--- src/hw/frs_pkg.sv ---
// Constants, object indices and carrier types of the fault reaction selector.
// Assumes a single 25 MHz clock and an object dictionary master on the same clock.
// What this block does
// - Keep a writable signed 16-bit deviation reaction code and apply it on every following or slippage error.
// - Deviation code -1 does nothing, 0 drops the driver, 1 brakes on the mode ramp, 2 on quick stop, 3 up are reserved.
// - A passed limit switch sets statusword warning bit 7 and then runs the limit switch reaction code, unless a deviation error in the same cycle outranks it.
// - Limit code -2 takes no action and throws away the recorded limit switch position.
// - Limit code -1, the reset value, takes no motion action and only records the limit switch position.
// - Limit code 0 drops the driver at once with no ramp and lands in Switch on disabled.
// - Limit code 1 brakes on the mode slow-down ramp and then goes to Switch on disabled.
// - Limit code 2 brakes on the quick-stop ramp and then goes to Switch on disabled.
// - Limit code 5 brakes on the mode slow-down ramp and then goes to Quick stop active.
// - Limit code 6 brakes on the quick-stop ramp and then goes to Quick stop active.
// - After limit codes 5 or 6 the motor stays energized and a return to Operation enabled is allowed.
// - The attached EEPROM size in bytes reads back as a read-only 32-bit value, 0 meaning none fitted.
// - A read-only array of signed 32-bit entries reports the present operating environment values.
`default_nettype none
package frs_pkg;

  // Object indices
  localparam logic [15:0] OBJ_DEV_CODE = 16'h3700;
  localparam logic [15:0] OBJ_LIM_CODE = 16'h3701;
  localparam logic [15:0] OBJ_HW_INFO = 16'h4012;
  localparam logic [15:0] OBJ_HW_CFG = 16'h4013;
  localparam logic [15:0] OBJ_OP_COND = 16'h4014;

  // Entry counts held in subindex 0
  localparam logic [7:0] SUB_ZERO = 8'h00;
  localparam logic [7:0] SUB_ONE = 8'h01;
  localparam logic [31:0] HW_INFO_ENTRIES = 32'h00000001;
  localparam logic [31:0] HW_CFG_ENTRIES = 32'h00000001;
  localparam logic [31:0] OP_COND_ENTRIES = 32'h00000005;
  localparam int OP_COND_N = 5;

  // Reset values
  localparam logic [15:0] DEV_CODE_RST = 16'hffff;
  localparam logic [15:0] LIM_CODE_RST = 16'hffff;
  localparam logic [31:0] HW_CFG_RST = 32'h00000000;

  // Reaction codes
  localparam logic [15:0] CODE_DISCARD = 16'hfffe;
  localparam logic [15:0] CODE_NONE = 16'hffff;
  localparam logic [15:0] CODE_OFF = 16'h0000;
  localparam logic [15:0] CODE_SLOW = 16'h0001;
  localparam logic [15:0] CODE_QUICK = 16'h0002;
  localparam logic [15:0] CODE_SLOW_QS = 16'h0005;
  localparam logic [15:0] CODE_QUICK_QS = 16'h0006;

  // Statusword bit set by a passed limit switch
  localparam int STATUS_WARN_BIT = 7;

  // Action handed to the drive state machine
  typedef struct packed {
    logic driver_off;
    logic brake_slow;
    logic brake_quick;
    logic to_switch_on_disabled;
    logic to_quick_stop_active;
    logic keep_energized;
  } frs_action_type;

  // Operating environment values, entries 1 to 5
  typedef struct packed {
    logic [31:0] volt_power_mv;
    logic [31:0] volt_logic_mv;
    logic [31:0] temp_pcb_dc;
    logic [31:0] temp_motor_dc;
    logic [31:0] temp_chip_dc;
  } frs_env_type;

  // Object access request
  typedef struct packed {
    logic req;
    logic write;
    logic [15:0] index;
    logic [7:0] sub;
    logic [31:0] wdata;
  } frs_od_req_type;

endpackage
`default_nettype wire

--- src/hw/frs_top.sv ---
// Fault reaction selector: reaction code objects, hardware info objects and event decode.
// Assumes events, positions and the object request come from logic on core_clk_i.
`timescale 1ns/1ps
`default_nettype none
module frs_top
  import frs_pkg::*;
(
  input wire logic core_clk_i,
  input wire logic rst_i,
  input wire frs_od_req_type od_req_i,
  input wire logic deviation_event_i,
  input wire logic limit_event_i,
  input wire logic [31:0] limit_pos_i,
  input wire logic warn_clear_i,
  input wire logic [31:0] eeprom_size_i,
  input wire frs_env_type env_i,
  output logic od_ack_o,
  output logic od_err_o,
  output logic [31:0] od_rdata_o,
  output logic react_valid_o,
  output frs_action_type react_o,
  output logic [15:0] drive_status_word_o,
  output logic [31:0] limit_pos_o,
  output logic limit_pos_valid_o
);

  // Code validity checks, used on write only
  function automatic logic dev_code_ok(input logic [15:0] c);
    dev_code_ok = (c == CODE_NONE) || (c == CODE_OFF) || (c == CODE_SLOW) || (c == CODE_QUICK);
  endfunction

  function automatic logic lim_code_ok(input logic [15:0] c);
    lim_code_ok = (c == CODE_DISCARD) || (c == CODE_NONE) || (c == CODE_OFF) || (c == CODE_SLOW)
      || (c == CODE_QUICK) || (c == CODE_SLOW_QS) || (c == CODE_QUICK_QS);
  endfunction

  // Code to action; limit codes also name the state after the stop
  function automatic frs_action_type decode_action(input logic [15:0] c, input logic is_limit);
    frs_action_type a;
    a = '0;
    case (c)
      CODE_OFF: begin
        a.driver_off = 1'b1;
        a.to_switch_on_disabled = is_limit;
      end
      CODE_SLOW: begin
        a.brake_slow = 1'b1;
        a.to_switch_on_disabled = is_limit;
      end
      CODE_QUICK: begin
        a.brake_quick = 1'b1;
        a.to_switch_on_disabled = is_limit;
      end
      CODE_SLOW_QS: begin
        a.brake_slow = is_limit;
        a.to_quick_stop_active = is_limit;
        a.keep_energized = is_limit;
      end
      CODE_QUICK_QS: begin
        a.brake_quick = is_limit;
        a.to_quick_stop_active = is_limit;
        a.keep_energized = is_limit;
      end
      default: begin
        a = '0;
      end
    endcase
    decode_action = a;
  endfunction

  // Object dictionary state
  logic [15:0] dev_code_r;
  logic [15:0] dev_code_nxt;
  logic [15:0] lim_code_r;
  logic [15:0] lim_code_nxt;
  logic [31:0] hw_cfg_r;
  logic [31:0] hw_cfg_nxt;
  logic od_ack_r;
  logic od_ack_nxt;
  logic od_err_r;
  logic od_err_nxt;
  logic [31:0] od_rdata_r;
  logic [31:0] od_rdata_nxt;

  // Reaction state
  logic react_valid_r;
  logic react_valid_nxt;
  frs_action_type react_r;
  frs_action_type react_nxt;
  logic warn_r;
  logic warn_nxt;
  logic [31:0] lim_pos_r;
  logic [31:0] lim_pos_nxt;
  logic lim_pos_valid_r;
  logic lim_pos_valid_nxt;

  logic [31:0] env_word [OP_COND_N];

  // Environment entries in subindex order
  assign env_word[0] = env_i.volt_power_mv;
  assign env_word[1] = env_i.volt_logic_mv;
  assign env_word[2] = env_i.temp_pcb_dc;
  assign env_word[3] = env_i.temp_motor_dc;
  assign env_word[4] = env_i.temp_chip_dc;

  // Object access: one request answered in the next cycle
  always_comb begin
    dev_code_nxt = dev_code_r;
    lim_code_nxt = lim_code_r;
    hw_cfg_nxt = hw_cfg_r;
    od_ack_nxt = 1'b0;
    od_err_nxt = 1'b0;
    od_rdata_nxt = od_rdata_r;
    if (od_req_i.req) begin
      od_ack_nxt = 1'b1;
      od_err_nxt = 1'b1;
      case (od_req_i.index)
        OBJ_DEV_CODE: begin
          if (od_req_i.sub == SUB_ZERO) begin
            if (od_req_i.write) begin
              if (dev_code_ok(od_req_i.wdata[15:0])) begin
                dev_code_nxt = od_req_i.wdata[15:0];
                od_err_nxt = 1'b0;
              end
            end else begin
              od_rdata_nxt = {{16{dev_code_r[15]}}, dev_code_r};
              od_err_nxt = 1'b0;
            end
          end
        end
        OBJ_LIM_CODE: begin
          if (od_req_i.sub == SUB_ZERO) begin
            if (od_req_i.write) begin
              if (lim_code_ok(od_req_i.wdata[15:0])) begin
                lim_code_nxt = od_req_i.wdata[15:0];
                od_err_nxt = 1'b0;
              end
            end else begin
              od_rdata_nxt = {{16{lim_code_r[15]}}, lim_code_r};
              od_err_nxt = 1'b0;
            end
          end
        end
        OBJ_HW_INFO: begin
          if (!od_req_i.write && od_req_i.sub == SUB_ZERO) begin
            od_rdata_nxt = HW_INFO_ENTRIES;
            od_err_nxt = 1'b0;
          end else if (!od_req_i.write && od_req_i.sub == SUB_ONE) begin
            od_rdata_nxt = eeprom_size_i;
            od_err_nxt = 1'b0;
          end
        end
        OBJ_HW_CFG: begin
          if (!od_req_i.write && od_req_i.sub == SUB_ZERO) begin
            od_rdata_nxt = HW_CFG_ENTRIES;
            od_err_nxt = 1'b0;
          end else if (od_req_i.sub == SUB_ONE) begin
            // Stored only; no hardware meaning yet
            if (od_req_i.write) begin
              hw_cfg_nxt = od_req_i.wdata;
            end else begin
              od_rdata_nxt = hw_cfg_r;
            end
            od_err_nxt = 1'b0;
          end
        end
        OBJ_OP_COND: begin
          if (!od_req_i.write && od_req_i.sub == SUB_ZERO) begin
            od_rdata_nxt = OP_COND_ENTRIES;
            od_err_nxt = 1'b0;
          end else if (!od_req_i.write && od_req_i.sub >= SUB_ONE && od_req_i.sub <= OP_COND_ENTRIES[7:0]) begin
            od_rdata_nxt = env_word[3'(od_req_i.sub - SUB_ONE)];
            od_err_nxt = 1'b0;
          end
        end
        default: begin
          od_err_nxt = 1'b1;
        end
      endcase
    end
  end

  always_ff @(posedge core_clk_i or posedge rst_i) begin
    if (rst_i) begin
      dev_code_r <= DEV_CODE_RST;
      lim_code_r <= LIM_CODE_RST;
      hw_cfg_r <= HW_CFG_RST;
      od_ack_r <= 1'b0;
      od_err_r <= 1'b0;
      od_rdata_r <= 32'h00000000;
    end else begin
      dev_code_r <= dev_code_nxt;
      lim_code_r <= lim_code_nxt;
      hw_cfg_r <= hw_cfg_nxt;
      od_ack_r <= od_ack_nxt;
      od_err_r <= od_err_nxt;
      od_rdata_r <= od_rdata_nxt;
    end
  end

  // Event reaction; a deviation error outranks a limit switch in the same cycle
  always_comb begin
    react_valid_nxt = 1'b0;
    react_nxt = react_r;
    warn_nxt = warn_r;
    lim_pos_nxt = lim_pos_r;
    lim_pos_valid_nxt = lim_pos_valid_r;
    if (warn_clear_i) begin
      warn_nxt = 1'b0;
    end
    if (limit_event_i) begin
      warn_nxt = 1'b1;
      if (lim_code_r == CODE_DISCARD) begin
        lim_pos_valid_nxt = 1'b0;
      end else begin
        lim_pos_nxt = limit_pos_i;
        lim_pos_valid_nxt = 1'b1;
      end
      react_nxt = decode_action(lim_code_r, 1'b1);
      react_valid_nxt = 1'b1;
    end
    if (deviation_event_i) begin
      react_nxt = decode_action(dev_code_r, 1'b0);
      react_valid_nxt = 1'b1;
    end
  end

  always_ff @(posedge core_clk_i or posedge rst_i) begin
    if (rst_i) begin
      react_valid_r <= 1'b0;
      react_r <= '0;
      warn_r <= 1'b0;
      lim_pos_r <= 32'h00000000;
      lim_pos_valid_r <= 1'b0;
    end else begin
      react_valid_r <= react_valid_nxt;
      react_r <= react_nxt;
      warn_r <= warn_nxt;
      lim_pos_r <= lim_pos_nxt;
      lim_pos_valid_r <= lim_pos_valid_nxt;
    end
  end

  // Outputs straight from flip-flops
  assign od_ack_o = od_ack_r;
  assign od_err_o = od_err_r;
  assign od_rdata_o = od_rdata_r;
  assign react_valid_o = react_valid_r;
  assign react_o = react_r;
  // Warning flag placed at its statusword position; other bits belong elsewhere
  assign drive_status_word_o = 16'(warn_r) << STATUS_WARN_BIT;
  assign limit_pos_o = lim_pos_r;
  assign limit_pos_valid_o = lim_pos_valid_r;

endmodule
`default_nettype wire

--- config.mk ---
export PLATFORM = sky130hd
export DESIGN_NAME = frs_top
export DESIGN_NICKNAME = d
export VERILOG_FILES = /design/src/hw/frs_pkg.sv /design/src/hw/frs_top.sv
export SDC_FILE = /design/constraint.sdc
export NUM_CORES = 1
export LEC_CHECK = 0
export ABC_AREA = 1
export BUFFER_PORTS_ARGS = -buffer_cell sky130_fd_sc_hd__clkbuf_2
export CORE_AREA = 2 2 148 150
export CTS_CLUSTER_SIZE = 12
export DETAILED_ROUTE_END_ITERATION = 10
export DIE_AREA = 0 0 150 152
export PLACE_DENSITY = 0.84
export SETUP_SLACK_MARGIN = 0.15
export SLEW_MARGIN = 20
export SYNTH_ARGS = -nofsm -noshare
export SYNTH_HDL_FRONTEND = slang
export SYNTH_SLANG_ARGS = --single-unit
--- constraint.sdc ---
create_clock -name core_clk_i -period 9.2 [get_ports core_clk_i]
set_clock_uncertainty 0.2 [all_clocks]
set_input_delay 0.92 -clock core_clk_i [delete_from_list [all_inputs] [get_ports core_clk_i]]
set_output_delay 0.92 -clock core_clk_i [all_outputs]
set_load 0.01 [all_outputs]
==> metrics <==
number of DRC violations after detailed routing=0; combinational fraction of design power=between 10% and 20%; average wire length per cell after detail routing=about 16 um; sequential element share of the synthesized area=37.7%; Crit Path Max Fanout=between 80 and 90; last weighted congestion value of the routability-driven placer=between 0.9 and 1; flop and latch count out of synthesis=roughly 140; synth top area cells=sky130_fd_sc_hd__dfrtp_1 (29%), sky130_fd_sc_hd__nand2_1 (23%), sky130_fd_sc_hd__nand3_1 (10%), sky130_fd_sc_hd__dfstp_2 (9.1%), sky130_fd_sc_hd__inv_1 (6.6%); highest achievable clock rate=approximately 200 MHz; fraction of power consumed by sequential logic=about 40%; Hold/Removal Path Class=reg -> reg; insertion delay to the later sink of the worst-skew pair=about 0.43 ns; count of distinct cell types in the synthesized netlist=33; nature of the critical path endpoint=flip-flop; peak supply drop=between 0.1 and 0.15 mV; synthesized instance count=1455; number of DRC markers in iteration 0=918; pin count of the biggest net entering global routing=83; cell taking the most area after synthesis=sky130_fd_sc_hd__dfrtp_1; final critical-path share of the clock period=between 50% and 60%; synth-to-layout area growth=25.7%; antenna violations before repair=5; clk slew on worst S/H paths=~0.060 ns; worst hold margin=0.284 ns; H-tree Lvls=4; number of top-level pins=between 300 and 400; pwr dens=136 mW/mm2; vias after detailed routing=about 10000; endpoints failing hold=0; pre-CTS worst setup slack=3.88 ns; critical path class=in -> reg; post-synthesis instance area=a little over 0.009 mm2; total die area=0.0228 mm2; die boundary width=about 150 um; Final #Nets=around 2000; Bufs on Longest Clock Path=2; fraction of final layout cells sized beyond drive strength 1=approximately 27%; CORE AREA=0.0214 mm2; delay of the slowest cell on the worst path=roughly 0.84 ns; Post-Syn Area per Cell=approximately 6.4 um2; post-layout worst setup margin=about 4.2 ns; Int Pwr=~1100 uW; run status=completed; Worst path most repeated cell=sky130_fd_sc_hd__nand2_1; via count of the first global-routing pass=about 10000; number of warnings printed during yosys synthesis=0; Crit-path slowest cell=sky130_fd_sc_hd__inv_2; time the final worst path needs with I/O delays and setup=approximately 5 ns; Data required, critical path=9.32 ns; max cap viols=0; global-route wire length before repair=52.7 mm; post-cts resize count=0; top-area cell type share of the netlist area=28.6%; CTS tree=yes; setup_tns=0 ns; actual transition at the worst max-transition pin=1.11 ns; average vias per placed instance=approximately 5; post-route antenna net violation count=0; Die Y=roughly 150 um; overall routing resource usage=between 20% and 30%; total clock buffers created by CTS=17; cell at the root of the clock tree=sky130_fd_sc_hd__clkbuf_16; fraction of power consumed by the clock network=between 40% and 50%; Detailed Routing Iterations Pass 1=5; cell leakage power=~0.0068 uW; chain of cells forming the critical path=clkbuf_2, buf_4, inv_2, ha_1, nand2_1, nor2_2, nand2_2, a21oi_1, nand2_2, nor2_4, nand2_1, nand2_1, inv_1; Sw Ratio=27.3%; total wire length after detailed routing=between 30 and 40 mm; hpwl dp=about 26 mm; CP Buf/Inv Count=4; startpoint types=primary input; family with the most delay on the worst path=simple AND/OR/NAND/NOR gates; Relative slew margins=25.9%; number of buffers inserted for hold repair after clock tree synthesis=0; final total power=roughly 1600 uW; initial cell density of the core=between 40 and 50%; final global-route overflow total=0; port buffer count=approximately 360; row count=54; Worst Path Arrival=5.13 ns; setup repair after global routing missed its margin=false; number of buffers added for setup after CTS=0; net switching power figure=around 430 uW; Final setup viols=0; total count of max-transition violations in the final report=0; total clock sinks=138; utilization after layout=between 50% and 60%
[state kept, by name, indices dropped and copies added, names as in the netlist]
name	cells
dev_code_r	16
hw_cfg_r	32
lim_code_r	16
limit_pos_o	32
limit_pos_valid_o	1
od_ack_o	1
od_err_o	1
od_rdata_o	32
react_o	5
react_valid_o	1
warn_r	1
[cells in the final DEF, fill, tap and decap left out]
| master | Yosys | final |
|---|---|---|
| sky130_fd_sc_hd__nand2_1 | 569 | 569 |
| sky130_fd_sc_hd__and2_1 | 1 | 1 |
| sky130_fd_sc_hd__clkbuf_16 | 0 | 17 |
| sky130_fd_sc_hd__or3_2 | 0 | 1 |
| sky130_fd_sc_hd__nor4_1 | 2 | 2 |
| sky130_fd_sc_hd__dfstp_2 | 32 | 32 |
| sky130_fd_sc_hd__ha_1 | 3 | 3 |
| sky130_fd_sc_hd__bufinv_16 | 0 | 3 |
| sky130_fd_sc_hd__nand3_2 | 1 | 1 |
| sky130_fd_sc_hd__nand4_1 | 13 | 13 |
| sky130_fd_sc_hd__o21ai_2 | 31 | 31 |
| sky130_fd_sc_hd__diode_2 | 0 | 4 |
| sky130_fd_sc_hd__clkinvlp_4 | 0 | 2 |
| sky130_fd_sc_hd__inv_6 | 0 | 6 |
| sky130_fd_sc_hd__dfrtp_1 | 106 | 106 |
| sky130_fd_sc_hd__clkbuf_8 | 0 | 1 |
| sky130_fd_sc_hd__a21oi_1 | 16 | 16 |
| sky130_fd_sc_hd__o21ai_0 | 55 | 55 |
| sky130_fd_sc_hd__a32o_1 | 1 | 1 |
| sky130_fd_sc_hd__o21ai_1 | 2 | 2 |
| sky130_fd_sc_hd__nor2_1 | 144 | 144 |
| sky130_fd_sc_hd__nor2_4 | 3 | 3 |
| sky130_fd_sc_hd__buf_4 | 20 | 8 |
| sky130_fd_sc_hd__nor2_2 | 8 | 8 |
| sky130_fd_sc_hd__nand3_1 | 193 | 193 |
| sky130_fd_sc_hd__nand2_2 | 5 | 5 |
| sky130_fd_sc_hd__conb_1 | 1 | 15 |
| sky130_fd_sc_hd__inv_2 | 2 | 2 |
| sky130_fd_sc_hd__or2_2 | 1 | 1 |
| sky130_fd_sc_hd__and3_1 | 1 | 1 |
| sky130_fd_sc_hd__clkinv_2 | 0 | 3 |
| sky130_fd_sc_hd__inv_1 | 163 | 162 |
| sky130_fd_sc_hd__clkbuf_2 | 0 | 361 |
| sky130_fd_sc_hd__nor3b_1 | 1 | 1 |
| sky130_fd_sc_hd__a21boi_0 | 1 | 1 |
| sky130_fd_sc_hd__nand3b_1 | 1 | 1 |
| sky130_fd_sc_hd__nor3_1 | 9 | 9 |
[routing by layer]
| metal | track usage, % | routed length (um) | up-vias |
|---|---|---|---|
| met4 | 11.5 | 1160 | 2 |
| met3 | 6.94 | 3080 | 65 |
| li1 | - | - | 5116 |
| met1 | 35.3 | 12800 | 4768 |
| met5 | 0 | 14 | - |
| met2 | 51.9 | 16800 | 494 |
[cell usage after synthesis (all sizes together)]
cell type  instances
nand4             13
a32o               1
dfstp             32
dfrtp            106
nor3b              1
clkbuf            28
nand2            574
a21oi             16
a21boi             1
nor4               2
buf               61
ha                 3
nand3            194
o21ai             88
nor2             155
or3                1
or2                1
and3               1
nand3b             1
conb               1
and2               1
inv              165
nor3               9
[area by class of cell]
type                            count  area (um2)
Antenna cell                        4        10.0
Clock buffer                       18         439
Clock inverter                     13         164
Fill cell                        2148        9710
Inverter                          165         624
Multi-Input combinational cell   1077        4700
Sequential cell                   138        3490
Tap cell                          280         350
Timing Repair Buffer              369        1870
[tightest hold or removal path, delay by kind of cell (launching register included)]
family,cells,cell delay [ns]
AO/OA/AOI/OAI,1,0.05
AND/OR/NAND/NOR,1,0.05
flip-flops,1,0.34
[power groups by stage]
stage | clock (uW) | combinational [uW] | sequential (uW)
after global placement | 0 | 232 | 641
after floorplan | 0 | 116 | 648
after global routing | 749 | 264 | 633
after detailed placement | 0 | 235 | 641
final | 712 | 236 | 631
after CTS | 722 | 236 | 631
[cells by family after synthesis]
logic type | count (synthesis) | share of synthesized area (%)
AO/OA/AOI/OAI | 106 | 7.06
adder cells (fa/ha/maj) | 3 | 0.405
flip-flops | 138 | 37.7
other | 1 | 0.0405
buffers and inverters | 254 | 12.2
AND/OR/NAND/NOR | 953 | 42.6
[metrics by stage]
step           area, um2  cells
2_1_floorplan       9320   1469
3_3_place_gp       11000   2029
3_5_place_dp       11000   2029
4_1_cts            11600   2060
5_1_grt            11600   2063
6_report           11600   2064
[path summary, 6_finish.rpt]
kind,startpoint,to,slack [ns],depth (start not counted)
max in group asynchronous,rst_i,hw_cfg_r[23]$_DFFE_PP0P_,7.02,3
max reg2reg,lim_code_r[5]$_DFFE_PP1P_,limit_pos_o[25]$_DFFE_PP0P_,6.79,4
max,od_req_i[32],od_rdata_o[16]$_DFFE_PP0P_,4.19,13
min reg2reg,limit_pos_o[22]$_DFFE_PP0P_,limit_pos_o[22]$_DFFE_PP0P_,0.28,2
min in group asynchronous,rst_i,od_rdata_o[24]$_DFFE_PP0P_,0.37,2
min,limit_pos_o[22]$_DFFE_PP0P_,limit_pos_o[22]$_DFFE_PP0P_,0.28,2
Power figures use the tool's default switching activity.
